==> src/rtl/asp_pkg.sv <==
// Package with register map, field layout and reset values of the post-processor
package asp_pkg;
  localparam int ASP_DATA_W = 32;
  localparam int ASP_ADDR_W = 8;
  // Register byte offsets
  localparam logic [7:0] ASP_OFS_MODE = 8'h00;
  localparam logic [7:0] ASP_OFS_AVG = 8'h04;
  localparam logic [7:0] ASP_OFS_OFFSET0 = 8'h08;
  localparam logic [7:0] ASP_OFS_OFFSET1 = 8'h0C;
  localparam logic [7:0] ASP_OFS_GAIN0 = 8'h10;
  localparam logic [7:0] ASP_OFS_GAIN1 = 8'h14;
  localparam logic [7:0] ASP_OFS_PATTERN = 8'h18;
  localparam logic [7:0] ASP_OFS_STATUS = 8'h1C;
  // Field positions and widths
  localparam int ASP_FMT_W = 3;
  localparam int ASP_EXP_W = 5;
  localparam int ASP_CODE_W = 24;
  localparam int ASP_GAIN_W = 16;
  localparam int ASP_CM_W = 8;
  localparam int ASP_AVG_W = 30;
  localparam int ASP_FRAC_BITS = 6;
  localparam int ASP_OR_BIT = 30;
  localparam int ASP_SYNC_BIT = 31;
  localparam int ASP_EXP_MAX = 16;
  // Output formats
  localparam logic [2:0] ASP_FMT_PLAIN24 = 3'h0;
  localparam logic [2:0] ASP_FMT_CM16 = 3'h1;
  localparam logic [2:0] ASP_FMT_CM24 = 3'h2;
  localparam logic [2:0] ASP_FMT_AVG = 3'h3;
  localparam logic [2:0] ASP_FMT_PATTERN = 3'h4;
  // Reset values
  localparam logic [2:0] ASP_RST_FMT = 3'h0;
  localparam logic [4:0] ASP_RST_EXP = 5'h00;
  localparam logic [23:0] ASP_RST_OFFSET = 24'h000000;
  localparam logic [15:0] ASP_RST_GAIN = 16'h8000;
  localparam logic [31:0] ASP_RST_PATTERN = 32'h5A5A0F0F;
  localparam int ASP_GAIN_SHIFT = 15;
  localparam logic [1:0] ASP_RESP_OKAY = 2'h0;
  localparam logic [1:0] ASP_RESP_SLVERR = 2'h2;
endpackage

==> src/rtl/asp_channel.sv <==
// One channel: offset, gain, clamping, boxcar_filter and output formatting
`timescale 1ns/1ps
module asp_channel #(
  parameter int ACC_W = 41
) (
  // Clock and reset
  input wire logic aclk,
  input wire logic aresetn,
  // Sample in
  input wire logic conv_valid,
  input wire logic [asp_pkg::ASP_CODE_W-1:0] raw_code,
  input wire logic raw_sat,
  input wire logic [asp_pkg::ASP_CM_W-1:0] cm_code,
  // Settings
  input wire logic [2:0] output_format_select,
  input wire logic [4:0] block_length_exponent,
  input wire logic [asp_pkg::ASP_CODE_W-1:0] offset,
  input wire logic [asp_pkg::ASP_GAIN_W-1:0] channel_gain_factor,
  input wire logic [31:0] pattern,
  // Sample out
  output logic out_valid,
  output logic [31:0] out_word,
  output logic clamp_seen
);
  import asp_pkg::*;

  if (ACC_W < ASP_CODE_W + ASP_EXP_MAX + 1) begin : g_acc_check
    $error("ACC_W too small");
  end

  typedef struct packed {
    logic [ACC_W-1:0] acc;
    logic [15:0] cnt;
    logic ovr;
    logic valid;
    logic [31:0] word;
    logic clamp;
  } asp_chan_type;

  asp_chan_type ch_ff;
  asp_chan_type nxt_ch;

  logic signed [25:0] sum_ofs;
  logic signed [42:0] prod;
  logic signed [27:0] scaled;
  logic signed [23:0] adj;
  logic sat;
  logic avg_on;
  logic [15:0] last_cnt;
  logic signed [ACC_W-1:0] acc_sum;
  logic signed [ACC_W-1:0] avg_full;
  logic signed [ASP_AVG_W-1:0] avg30;

  always_comb begin
    sum_ofs = 26'(signed'(raw_code)) + 26'(signed'(offset));
    prod = 43'(sum_ofs) * 43'(signed'({1'b0, channel_gain_factor}));
    scaled = 28'(prod >>> ASP_GAIN_SHIFT);
    // Clamp to 24-bit range
    if (scaled > 28'sh07FFFFF) begin
      adj = 24'sh7FFFFF;
    end else if (scaled < -28'sh0800000) begin
      adj = 24'sh800000;
    end else begin
      adj = scaled[23:0];
    end
    sat = raw_sat | (scaled > 28'sh07FFFFF) | (scaled < -28'sh0800000);
    avg_on = (output_format_select == ASP_FMT_AVG) &&
      (block_length_exponent >= 5'd1) &&
      (block_length_exponent <= 5'(ASP_EXP_MAX));
    last_cnt = 16'((32'd1 << block_length_exponent) - 32'd1);
    acc_sum = ch_ff.acc + ACC_W'(adj);
    // Divide by 2^(N-6); multiply when N < 6
    if (block_length_exponent >= 5'(ASP_FRAC_BITS)) begin
      avg_full = acc_sum >>> (block_length_exponent - 5'(ASP_FRAC_BITS));
    end else begin
      avg_full = acc_sum <<< (5'(ASP_FRAC_BITS) - block_length_exponent);
    end
    avg30 = avg_full[ASP_AVG_W-1:0];
    nxt_ch = ch_ff;
    nxt_ch.valid = 1'b0;
    nxt_ch.clamp = 1'b0;
    if (!avg_on) begin
      nxt_ch.acc = '0;
      nxt_ch.cnt = '0;
      nxt_ch.ovr = 1'b0;
    end
    if (conv_valid) begin
      nxt_ch.valid = 1'b1;
      nxt_ch.clamp = sat;
      unique case (output_format_select)
        ASP_FMT_CM16: nxt_ch.word = {8'h00, adj[23:8], cm_code};
        ASP_FMT_CM24: nxt_ch.word = {adj, cm_code};
        ASP_FMT_AVG: begin
          if (avg_on) begin
            if (ch_ff.cnt == last_cnt) begin
              // Block done: emit average, clear accumulator
              nxt_ch.word = {1'b1, ch_ff.ovr | sat, avg30};
              nxt_ch.acc = '0;
              nxt_ch.cnt = '0;
              nxt_ch.ovr = 1'b0;
            end else begin
              nxt_ch.word[ASP_SYNC_BIT] = 1'b0;
              nxt_ch.acc = acc_sum;
              nxt_ch.cnt = ch_ff.cnt + 16'd1;
              nxt_ch.ovr = ch_ff.ovr | sat;
            end
          end else begin
            nxt_ch.word = {8'h00, adj};
          end
        end
        ASP_FMT_PATTERN: nxt_ch.word = pattern;
        default: nxt_ch.word = {8'h00, adj};
      endcase
    end
  end

  always_ff @(posedge aclk) begin
    if (!aresetn) begin
      ch_ff <= '0;
    end else begin
      ch_ff <= nxt_ch;
    end
  end

  assign out_valid = ch_ff.valid;
  assign out_word = ch_ff.word;
  assign clamp_seen = ch_ff.clamp;

  property p_pattern_out;
    @(posedge aclk) disable iff (!aresetn)
      conv_valid && output_format_select == ASP_FMT_PATTERN |=>
        out_valid && out_word == $past(pattern);
  endproperty
  a_pattern_out: assert property (p_pattern_out)
    else $error("pattern not output");

  property p_clamp_range;
    @(posedge aclk) disable iff (!aresetn)
      conv_valid && output_format_select == ASP_FMT_PLAIN24 |=>
        out_word[31:24] == 8'h00;
  endproperty
  a_clamp_range: assert property (p_clamp_range)
    else $error("plain word has upper bits set");

  property p_sync_block;
    @(posedge aclk) disable iff (!aresetn)
      conv_valid && avg_on && ch_ff.cnt != last_cnt |=>
        !out_word[ASP_SYNC_BIT];
  endproperty
  a_sync_block: assert property (p_sync_block)
    else $error("sync high mid block");

  property p_block_clear;
    @(posedge aclk) disable iff (!aresetn)
      conv_valid && avg_on && ch_ff.cnt == last_cnt |=>
        ch_ff.acc == '0 && ch_ff.cnt == 16'd0 && out_word[ASP_SYNC_BIT];
  endproperty
  a_block_clear: assert property (p_block_clear)
    else $error("accumulator not cleared at block end");

  property p_ovr_flag;
    @(posedge aclk) disable iff (!aresetn)
      conv_valid && avg_on && ch_ff.cnt == last_cnt && ch_ff.ovr |=>
        out_word[ASP_OR_BIT];
  endproperty
  a_ovr_flag: assert property (p_ovr_flag)
    else $error("overrange flag lost");

  property p_no_avg_idle;
    @(posedge aclk) disable iff (!aresetn)
      !avg_on |=> ch_ff.cnt == 16'd0;
  endproperty
  a_no_avg_idle: assert property (p_no_avg_idle)
    else $error("counting outside averaging mode");
endmodule

==> src/rtl/asp_top.sv <==
// Dual-channel sample post-processor with AXI4-Lite register access
//
// Notes on behaviour
// - Average blocks of 2^N samples per channel, N from 1 to 16.
// - Clear the accumulator after each complete block; blocks share no samples.
// - Averaging only when format is 0x3 and exponent is 1 to 16.
// - Averaged word is 32 bits; lower 30 bits carry the block average.
// - Constant input gives a 30-bit average whose top 24 bits equal it.
// - Bit 30 flags any saturated sample within the block.
// - Bit 31 is high once per 2^N conversions, marking a new average.
// - Averages appear at the trigger rate divided by 2^N.
// - Block length exponent resets to zero, meaning no averaging.
// - Each channel adds its own 24-bit signed offset, reset zero.
// - Each channel scales by its 16-bit gain over 0x8000.
// - Gain resets to 0x8000, unity.
// - Offset and gain results saturate instead of wrapping.
// - Host-written 32-bit pattern goes out on both channels per conversion.
// - Format 0x4 selects the test pattern.
// - Test pattern resets to 0x5A5A0F0F.
// - One format setting governs both channels.
// - Adjusted 24-bit result clamps to 0x7FFFFF and 0x800000.
// - Formats 0x1 and 0x2 append an unadjusted 8-bit common-mode code.
//
// Implementation choices: the AXI4-Lite register port and the placing of the registers.
`timescale 1ns/1ps
module asp_top #(
  parameter int ACC_W = 41
) (
  // Clock and reset
  input wire logic aclk,
  input wire logic aresetn,
  // AXI4-Lite write address
  input wire logic s_axi_awvalid,
  output logic s_axi_awready,
  input wire logic [asp_pkg::ASP_ADDR_W-1:0] s_axi_awaddr,
  // AXI4-Lite write data
  input wire logic s_axi_wvalid,
  output logic s_axi_wready,
  input wire logic [asp_pkg::ASP_DATA_W-1:0] s_axi_wdata,
  input wire logic [3:0] s_axi_wstrb,
  // AXI4-Lite write response
  output logic s_axi_bvalid,
  input wire logic s_axi_bready,
  output logic [1:0] s_axi_bresp,
  // AXI4-Lite read address
  input wire logic s_axi_arvalid,
  output logic s_axi_arready,
  input wire logic [asp_pkg::ASP_ADDR_W-1:0] s_axi_araddr,
  // AXI4-Lite read data
  output logic s_axi_rvalid,
  input wire logic s_axi_rready,
  output logic [asp_pkg::ASP_DATA_W-1:0] s_axi_rdata,
  output logic [1:0] s_axi_rresp,
  // Conversion core
  input wire logic conversion_trigger,
  input wire logic [asp_pkg::ASP_CODE_W-1:0] ch0_code,
  input wire logic [asp_pkg::ASP_CODE_W-1:0] ch1_code,
  input wire logic ch0_sat,
  input wire logic ch1_sat,
  input wire logic [asp_pkg::ASP_CM_W-1:0] ch0_cm,
  input wire logic [asp_pkg::ASP_CM_W-1:0] ch1_cm,
  // Output register
  output logic sample_valid,
  output logic [31:0] ch0_word,
  output logic [31:0] ch1_word
);
  import asp_pkg::*;

  if (ACC_W < ASP_CODE_W + ASP_EXP_MAX + 1) begin : g_acc_check
    $error("ACC_W too small for the longest block");
  end

  typedef struct packed {
    logic [2:0] fmt;
    logic [4:0] exp;
    logic [23:0] ofs0;
    logic [23:0] ofs1;
    logic [15:0] gain0;
    logic [15:0] gain1;
    logic [31:0] pat;
    logic aw_got;
    logic [7:0] aw_addr;
    logic w_got;
    logic [31:0] w_data;
    logic [3:0] w_strb;
    logic bvalid;
    logic [1:0] bresp;
    logic rvalid;
    logic [31:0] rdata;
    logic [1:0] rresp;
    logic [1:0] clamp_sticky;
  } asp_top_type;

  asp_top_type r_ff;
  asp_top_type nxt_r;

  logic v0;
  logic v1;
  logic c0;
  logic c1;
  logic do_write;
  logic do_read;
  logic [31:0] wmask;
  logic [31:0] wval;

  function automatic logic [31:0] asp_merge(input logic [31:0] old_v,
    input logic [31:0] new_v, input logic [31:0] m);
    asp_merge = (old_v & ~m) | (new_v & m);
  endfunction

  always_comb begin
    nxt_r = r_ff;
    for (int i = 0; i < 4; i++) begin
      wmask[i*8 +: 8] = {8{r_ff.w_strb[i]}};
    end
    wval = r_ff.w_data;
    do_write = r_ff.aw_got && r_ff.w_got && !r_ff.bvalid;
    do_read = s_axi_arvalid && !r_ff.rvalid;
    if (s_axi_awvalid && !r_ff.aw_got) begin
      nxt_r.aw_got = 1'b1;
      nxt_r.aw_addr = s_axi_awaddr;
    end
    if (s_axi_wvalid && !r_ff.w_got) begin
      nxt_r.w_got = 1'b1;
      nxt_r.w_data = s_axi_wdata;
      nxt_r.w_strb = s_axi_wstrb;
    end
    // Hardware set wins over software clear
    nxt_r.clamp_sticky = r_ff.clamp_sticky;
    if (do_write) begin
      nxt_r.aw_got = 1'b0;
      nxt_r.w_got = 1'b0;
      nxt_r.bvalid = 1'b1;
      nxt_r.bresp = ASP_RESP_OKAY;
      unique case ({r_ff.aw_addr[7:2], 2'b00})
        ASP_OFS_MODE: nxt_r.fmt = 3'(asp_merge(32'(r_ff.fmt), wval, wmask));
        ASP_OFS_AVG: nxt_r.exp = 5'(asp_merge(32'(r_ff.exp), wval, wmask));
        ASP_OFS_OFFSET0:
          nxt_r.ofs0 = 24'(asp_merge(32'(r_ff.ofs0), wval, wmask));
        ASP_OFS_OFFSET1:
          nxt_r.ofs1 = 24'(asp_merge(32'(r_ff.ofs1), wval, wmask));
        ASP_OFS_GAIN0:
          nxt_r.gain0 = 16'(asp_merge(32'(r_ff.gain0), wval, wmask));
        ASP_OFS_GAIN1:
          nxt_r.gain1 = 16'(asp_merge(32'(r_ff.gain1), wval, wmask));
        ASP_OFS_PATTERN: nxt_r.pat = asp_merge(r_ff.pat, wval, wmask);
        ASP_OFS_STATUS: nxt_r.clamp_sticky = r_ff.clamp_sticky &
          ~(wval[1:0] & wmask[1:0]);
        default: nxt_r.bresp = ASP_RESP_SLVERR;
      endcase
    end
    nxt_r.clamp_sticky = nxt_r.clamp_sticky | {c1, c0};
    if (r_ff.bvalid && s_axi_bready) begin
      nxt_r.bvalid = 1'b0;
    end
    if (r_ff.rvalid && s_axi_rready) begin
      nxt_r.rvalid = 1'b0;
    end
    if (do_read) begin
      nxt_r.rvalid = 1'b1;
      nxt_r.rresp = ASP_RESP_OKAY;
      unique case ({s_axi_araddr[7:2], 2'b00})
        ASP_OFS_MODE: nxt_r.rdata = 32'(r_ff.fmt);
        ASP_OFS_AVG: nxt_r.rdata = 32'(r_ff.exp);
        ASP_OFS_OFFSET0: nxt_r.rdata = 32'(r_ff.ofs0);
        ASP_OFS_OFFSET1: nxt_r.rdata = 32'(r_ff.ofs1);
        ASP_OFS_GAIN0: nxt_r.rdata = 32'(r_ff.gain0);
        ASP_OFS_GAIN1: nxt_r.rdata = 32'(r_ff.gain1);
        ASP_OFS_PATTERN: nxt_r.rdata = r_ff.pat;
        ASP_OFS_STATUS: nxt_r.rdata = 32'(r_ff.clamp_sticky);
        default: begin
          nxt_r.rdata = 32'h00000000;
          nxt_r.rresp = ASP_RESP_SLVERR;
        end
      endcase
    end
  end

  always_ff @(posedge aclk) begin
    if (!aresetn) begin
      r_ff <= '0;
      r_ff.fmt <= ASP_RST_FMT;
      r_ff.exp <= ASP_RST_EXP;
      r_ff.ofs0 <= ASP_RST_OFFSET;
      r_ff.ofs1 <= ASP_RST_OFFSET;
      r_ff.gain0 <= ASP_RST_GAIN;
      r_ff.gain1 <= ASP_RST_GAIN;
      r_ff.pat <= ASP_RST_PATTERN;
    end else begin
      r_ff <= nxt_r;
    end
  end

  assign s_axi_awready = !r_ff.aw_got;
  assign s_axi_wready = !r_ff.w_got;
  assign s_axi_bvalid = r_ff.bvalid;
  assign s_axi_bresp = r_ff.bresp;
  assign s_axi_arready = !r_ff.rvalid;
  assign s_axi_rvalid = r_ff.rvalid;
  assign s_axi_rdata = r_ff.rdata;
  assign s_axi_rresp = r_ff.rresp;

  // Both channels share one format and exponent
  asp_channel #(.ACC_W(ACC_W)) u_ch0 (
    .aclk(aclk),
    .aresetn(aresetn),
    .conv_valid(conversion_trigger),
    .raw_code(ch0_code),
    .raw_sat(ch0_sat),
    .cm_code(ch0_cm),
    .output_format_select(r_ff.fmt),
    .block_length_exponent(r_ff.exp),
    .offset(r_ff.ofs0),
    .channel_gain_factor(r_ff.gain0),
    .pattern(r_ff.pat),
    .out_valid(v0),
    .out_word(ch0_word),
    .clamp_seen(c0)
  );

  asp_channel #(.ACC_W(ACC_W)) u_ch1 (
    .aclk(aclk),
    .aresetn(aresetn),
    .conv_valid(conversion_trigger),
    .raw_code(ch1_code),
    .raw_sat(ch1_sat),
    .cm_code(ch1_cm),
    .output_format_select(r_ff.fmt),
    .block_length_exponent(r_ff.exp),
    .offset(r_ff.ofs1),
    .channel_gain_factor(r_ff.gain1),
    .pattern(r_ff.pat),
    .out_valid(v1),
    .out_word(ch1_word),
    .clamp_seen(c1)
  );

  assign sample_valid = v0 & v1;

  property p_same_pattern;
    @(posedge aclk) disable iff (!aresetn)
      conversion_trigger && r_ff.fmt == ASP_FMT_PATTERN |=>
        ch0_word == ch1_word;
  endproperty
  a_same_pattern: assert property (p_same_pattern)
    else $error("channels differ in pattern mode");

  property p_bresp_follows;
    @(posedge aclk) disable iff (!aresetn)
      do_write |=> s_axi_bvalid;
  endproperty
  a_bresp_follows: assert property (p_bresp_follows)
    else $error("write response missing");

  property p_sticky_set;
    @(posedge aclk) disable iff (!aresetn)
      c0 |=> r_ff.clamp_sticky[0];
  endproperty
  a_sticky_set: assert property (p_sticky_set)
    else $error("clamp event lost");

  property p_sticky_set1;
    @(posedge aclk) disable iff (!aresetn)
      c1 |=>
        r_ff.clamp_sticky[1];
  endproperty
  a_sticky_set1: assert property (p_sticky_set1)
    else $error("channel 1 clamp event lost");

  property p_cfg_reset;
    @(posedge aclk) disable iff (!aresetn)
      $rose(aresetn) |->
        r_ff.fmt == ASP_RST_FMT && r_ff.exp == ASP_RST_EXP;
  endproperty
  a_cfg_reset: assert property (p_cfg_reset)
    else $error("format or exponent not at reset value");

  property p_gain_reset;
    @(posedge aclk) disable iff (!aresetn)
      $rose(aresetn) |->
        r_ff.gain0 == ASP_RST_GAIN && r_ff.gain1 == ASP_RST_GAIN;
  endproperty
  a_gain_reset: assert property (p_gain_reset)
    else $error("gain not at unity after reset");

  property p_pattern_reset;
    @(posedge aclk) disable iff (!aresetn)
      $rose(aresetn) |->
        r_ff.pat == ASP_RST_PATTERN && r_ff.ofs0 == ASP_RST_OFFSET;
  endproperty
  a_pattern_reset: assert property (p_pattern_reset)
    else $error("pattern or offset not at reset value");

  property p_offset_write;
    @(posedge aclk) disable iff (!aresetn)
      do_write && r_ff.aw_addr == ASP_OFS_OFFSET0 && (&r_ff.w_strb) |=>
        r_ff.ofs0 == $past(r_ff.w_data[23:0]);
  endproperty
  a_offset_write: assert property (p_offset_write)
    else $error("offset write lost");

  property p_gain_write;
    @(posedge aclk) disable iff (!aresetn)
      do_write && r_ff.aw_addr == ASP_OFS_GAIN1 && (&r_ff.w_strb) |=>
        r_ff.gain1 == $past(r_ff.w_data[15:0]);
  endproperty
  a_gain_write: assert property (p_gain_write)
    else $error("gain write lost");

  property p_pattern_write;
    @(posedge aclk) disable iff (!aresetn)
      do_write && r_ff.aw_addr == ASP_OFS_PATTERN && (&r_ff.w_strb) |=>
        r_ff.pat == $past(r_ff.w_data);
  endproperty
  a_pattern_write: assert property (p_pattern_write)
    else $error("pattern write lost");

  property p_mode_write;
    @(posedge aclk) disable iff (!aresetn)
      do_write && r_ff.aw_addr == ASP_OFS_MODE && r_ff.w_strb[0] |=>
        r_ff.fmt == $past(r_ff.w_data[2:0]);
  endproperty
  a_mode_write: assert property (p_mode_write)
    else $error("format write lost");

  property p_sample_timing;
    @(posedge aclk) disable iff (!aresetn)
      conversion_trigger |=>
        sample_valid;
  endproperty
  a_sample_timing: assert property (p_sample_timing)
    else $error("no sample after trigger");

  property p_read_pattern;
    @(posedge aclk) disable iff (!aresetn)
      do_read && s_axi_araddr == ASP_OFS_PATTERN |=>
        s_axi_rvalid && s_axi_rdata == $past(r_ff.pat);
  endproperty
  a_read_pattern: assert property (p_read_pattern)
    else $error("pattern read back wrong");

  property p_unmapped_write;
    @(posedge aclk) disable iff (!aresetn)
      do_write && r_ff.aw_addr > ASP_OFS_STATUS + 8'h03 |=>
        s_axi_bresp == ASP_RESP_SLVERR;
  endproperty
  a_unmapped_write: assert property (p_unmapped_write)
    else $error("unmapped write not refused");
endmodule

==> config.mk <==
export PLATFORM = sky130hd
export DESIGN_NAME = asp_top
export DESIGN_NICKNAME = d
export VERILOG_FILES = /design/src/rtl/asp_pkg.sv /design/src/rtl/asp_channel.sv /design/src/rtl/asp_top.sv
export SDC_FILE = /design/constraint.sdc
export NUM_CORES = 2
export LEC_CHECK = 0
export BUFFER_PORTS_ARGS = -buffer_cell sky130_fd_sc_hd__buf_2
export CORE_MARGIN = 4
export CORE_UTILIZATION = 47
export CTS_BUF_LIST = sky130_fd_sc_hd__clkbuf_8 sky130_fd_sc_hd__clkbuf_16
export CTS_CLUSTER_DIAMETER = 40
export DETAILED_ROUTE_END_ITERATION = 16
export SYNTH_ARGS = -nofsm -noshare
export SYNTH_HDL_FRONTEND = slang
export SYNTH_HIERARCHICAL = 1
export SYNTH_SLANG_ARGS = --single-unit
==> constraint.sdc <==
create_clock -name aclk -period 22 [get_ports aclk]
set_clock_uncertainty 0.2 [all_clocks]
set_input_delay 5.5 -clock aclk [delete_from_list [all_inputs] [get_ports aclk]]
set_output_delay 5.5 -clock aclk [all_outputs]
set_load 0.05 [all_outputs]
==> flow_metrics.env <==
export IMPL_async_flop_share_pct=0
export IMPL_gp_congestion=1.01
export IMPL_port_buffer_count=225
export IMPL_worst_slack_ns=0.946
export IMPL_grt_antenna_before_repair=9
export IMPL_cts_max_path_buffers=3
export IMPL_worstSetupPathType="input port to flop"
export IMPL_rsz0062_at_grt="no"
export IMPL_die_y_um=371
export IMPL_hold_violations=0
export IMPL_drt_iter0_drc=5981
export IMPL_synth_edf_count=0
export IMPL_cp_num_buf_inv=9
export IMPL_worst_path_max_fanout=19
export IMPL_cts_hold_fix_buffers=0
export IMPL_nFillCells=12800
export IMPL_syn_inst=7783
export IMPL_worstSetupEndpointType="flop"
export IMPL_yosysSeqAreaShare_pct=12.5
export IMPL_grt_usage_pct=32.5
export IMPL_report_final_slew_viol_count=0
export IMPL_h_tree_depth=3
export IMPL_period_minus_slack_ns=21.05
export IMPL_ys_types=127
export IMPL_pwr_density_cell_nw_per_um2=37.1
export IMPL_setup_violations=0
export IMPL_final_layout_size_suffix_gt1_share_pct=9.76
export IMPL_synth_area_per_cell_sq_um=7.97
export IMPL_cp_arrival_ns=21.40
export IMPL_final_cell_mix="1027 x inv_1, 947 x nand2_1, 782 x fa_1, 507 x nor2_1, 477 x a21oi_1"
export IMPL_leakage_nw=31.3
export IMPL_dr_total_vias=56900
export IMPL_ir_drop_mv=0.0632
export IMPL_area_delta_synth_final_pct=8.43
export IMPL_grt_overflow_total=0
export IMPL_drc=0
export IMPL_cp_required_ns=22.34
export IMPL_detail_route_wl_per_cell_um=23.7
export IMPL_nNetsFinal=8965
export IMPL_cap_violations=0
export IMPL_cts_resized=0
export IMPL_met3_usage_pct=7.55
export IMPL_path_clk_slew_ns=0.05
export IMPL_clock_latency_ns=0.70
export IMPL_outcome="complete, no violations"
export IMPL_grt_max_degree=74
export IMPL_first_pass_iters=7
export IMPL_grtUsageMet1_pct=46.8
export IMPL_busiest_layer="met2"
export IMPL_yosys_warnings=6
export IMPL_hpwl_mm=176
export IMPL_grt_pass1_vias=55000
export IMPL_start_util_pct=47.2
export IMPL_max_stage_delay_ns=0.57
export IMPL_numCtsBuffers=78
export IMPL_rows=133
export IMPL_tns_ns=0
export IMPL_cp_start_kind="input port"
export IMPL_cts_sinks=386
export IMPL_cpMostUsedCell="fa_1"
export IMPL_final_common_cell="inv_1"
export IMPL_critPathSlowestCell="o41ai_1"
export IMPL_synth_flop_cell="dfxtp_1"
export IMPL_cts_tree="yes"
export IMPL_grt_pass1_wl_mm=343
export IMPL_path_delay_family="compound AO/OA/AOI/OAI gates"
export IMPL_met2_usage_pct=48.0
export IMPL_drtAntennaViolNets=0
export IMPL_maxSlewHeadroom_pct=10.2
export IMPL_hold_slack_ns=0.254
export IMPL_wl_mm=226
export IMPL_hp_class="flop to flop"
export IMPL_die_x_um=371
export IMPL_cts_root_buf="clkbuf_16"
export IMPL_avgViaCountPerCell=5.97
export IMPL_core_area_sq_um=131000
export IMPL_preCtsSetupSlack_ns=0.673
export IMPL_max_freq_mhz=47.5
export IMPL_synthesis_area_sq_um=62000
export IMPL_post_cts_buffers=0
export IMPL_worst_pin_slew_ns=1.34
export IMPL_period_share_pct=95.7
export IMPL_ys_ff_latch=386
export IMPL_die_area_sq_um=138000
export IMPL_num_io_pins=232
where the power goes:
group	switching, mW	total, mW	internal [mW]
registers	0.0149	0.729	0.714
clock network	0.450	1.29	0.843
logic	0.332	0.475	0.143
total	0.797	2.50	1.70
final cells by class:
cell class | instances | area [sq um] | area share (%)
clock inverter | 53 | 733 | 1.09
inverter | 1029 | 3860 | 5.74
timing repair buffer | 394 | 2400 | 3.57
tap | 1755 | 2200 | 3.27
sequential | 386 | 7740 | 11.5
clock buffer | 88 | 2100 | 3.12
multi-input combinational | 5820 | 48200 | 71.7
antenna | 5 | 12.5 | 0.0186
synth_stat cells (all sizes together), types with 20 or more instances:
| library cell | count | area (sq um) |
|---|---|---|
| o21a | 33 | 248 |
| clkbuf | 367 | 1380 |
| xor2 | 86 | 753 |
| nor2 | 516 | 1960 |
| nor3 | 100 | 527 |
| fa | 782 | 15700 |
| or2 | 22 | 140 |
| o221ai | 20 | 175 |
| mux2 | 56 | 634 |
| and3 | 63 | 399 |
| a21o | 103 | 773 |
| a22oi | 115 | 863 |
| o21ai | 461 | 2330 |
| mux2i | 178 | 1780 |
| o31ai | 25 | 201 |
| nand2b | 39 | 244 |
| o211ai | 62 | 489 |
| and2 | 347 | 2170 |
| buf | 182 | 1160 |
| a221oi | 48 | 445 |
| nand3b | 27 | 203 |
| a32oi | 21 | 191 |
| nand4 | 40 | 256 |
| mux4 | 24 | 544 |
| or3 | 27 | 174 |
| dfxtp | 386 | 7730 |
| ha | 348 | 4350 |
| a21oi | 486 | 2450 |
| o22ai | 22 | 138 |
| nand2 | 949 | 3560 |
| inv | 1025 | 3850 |
| a211oi | 74 | 603 |
| nor2b | 61 | 382 |
| a31oi | 55 | 344 |
| nand3 | 201 | 1020 |
| xnor2 | 146 | 1290 |
path summary, 6_finish.rpt:
check	startpoint	to	slack [ns]	cells after the start
worst min register to register	wval[24]	wval[24]	0.25	2
worst max-delay path	ch1_code[0]	u_ch1/out_word[10]	0.95	57
worst max register to register	flop	u_ch1/out_word[10]	5.51	56
worst min-delay path	wval[24]	wval[24]	0.25	2
layer usage:
layer	up-vias	share of wire [%]
met2	2493	43
met3	402	9.9
met4	4	3.7
li1	25800	-
met1	28200	44
met5	-	0.012
cell families after synthesis:
family	Yosys count	synth area share [%]
xor+xnor	233	3.34
simple gates	2437	18.4
compound gates	1759	18.4
buf+inv	1578	10.3
other cells	1	0.00605
mux	258	4.77
fa+ha+maj	1131	32.3
flops	386	12.5
through the flow:
stage / cell area (sq um) / util (%) / instances / power (mW)
floorplan: 62000 / - / 7784 / 1.04
global placement: 64400 / 49.0 / 9384 / 1.20
detailed placement: 64400 / 49.0 / 9384 / 1.20
CTS: 67200 / 51.2 / 9525 / 2.50
global route: 67200 / 51.2 / 9525 / 2.57
finish: 67200 / 51.2 / 9530 / 2.50
tightest hold or removal path, delay by kind of cell (launching register included):
kind | cells | cell delay, ns
compound gates | 1 | 0.05
flops | 1 | 0.30
simple gates | 1 | 0.05
No activity file was read; power rests on OpenSTA's default activity.
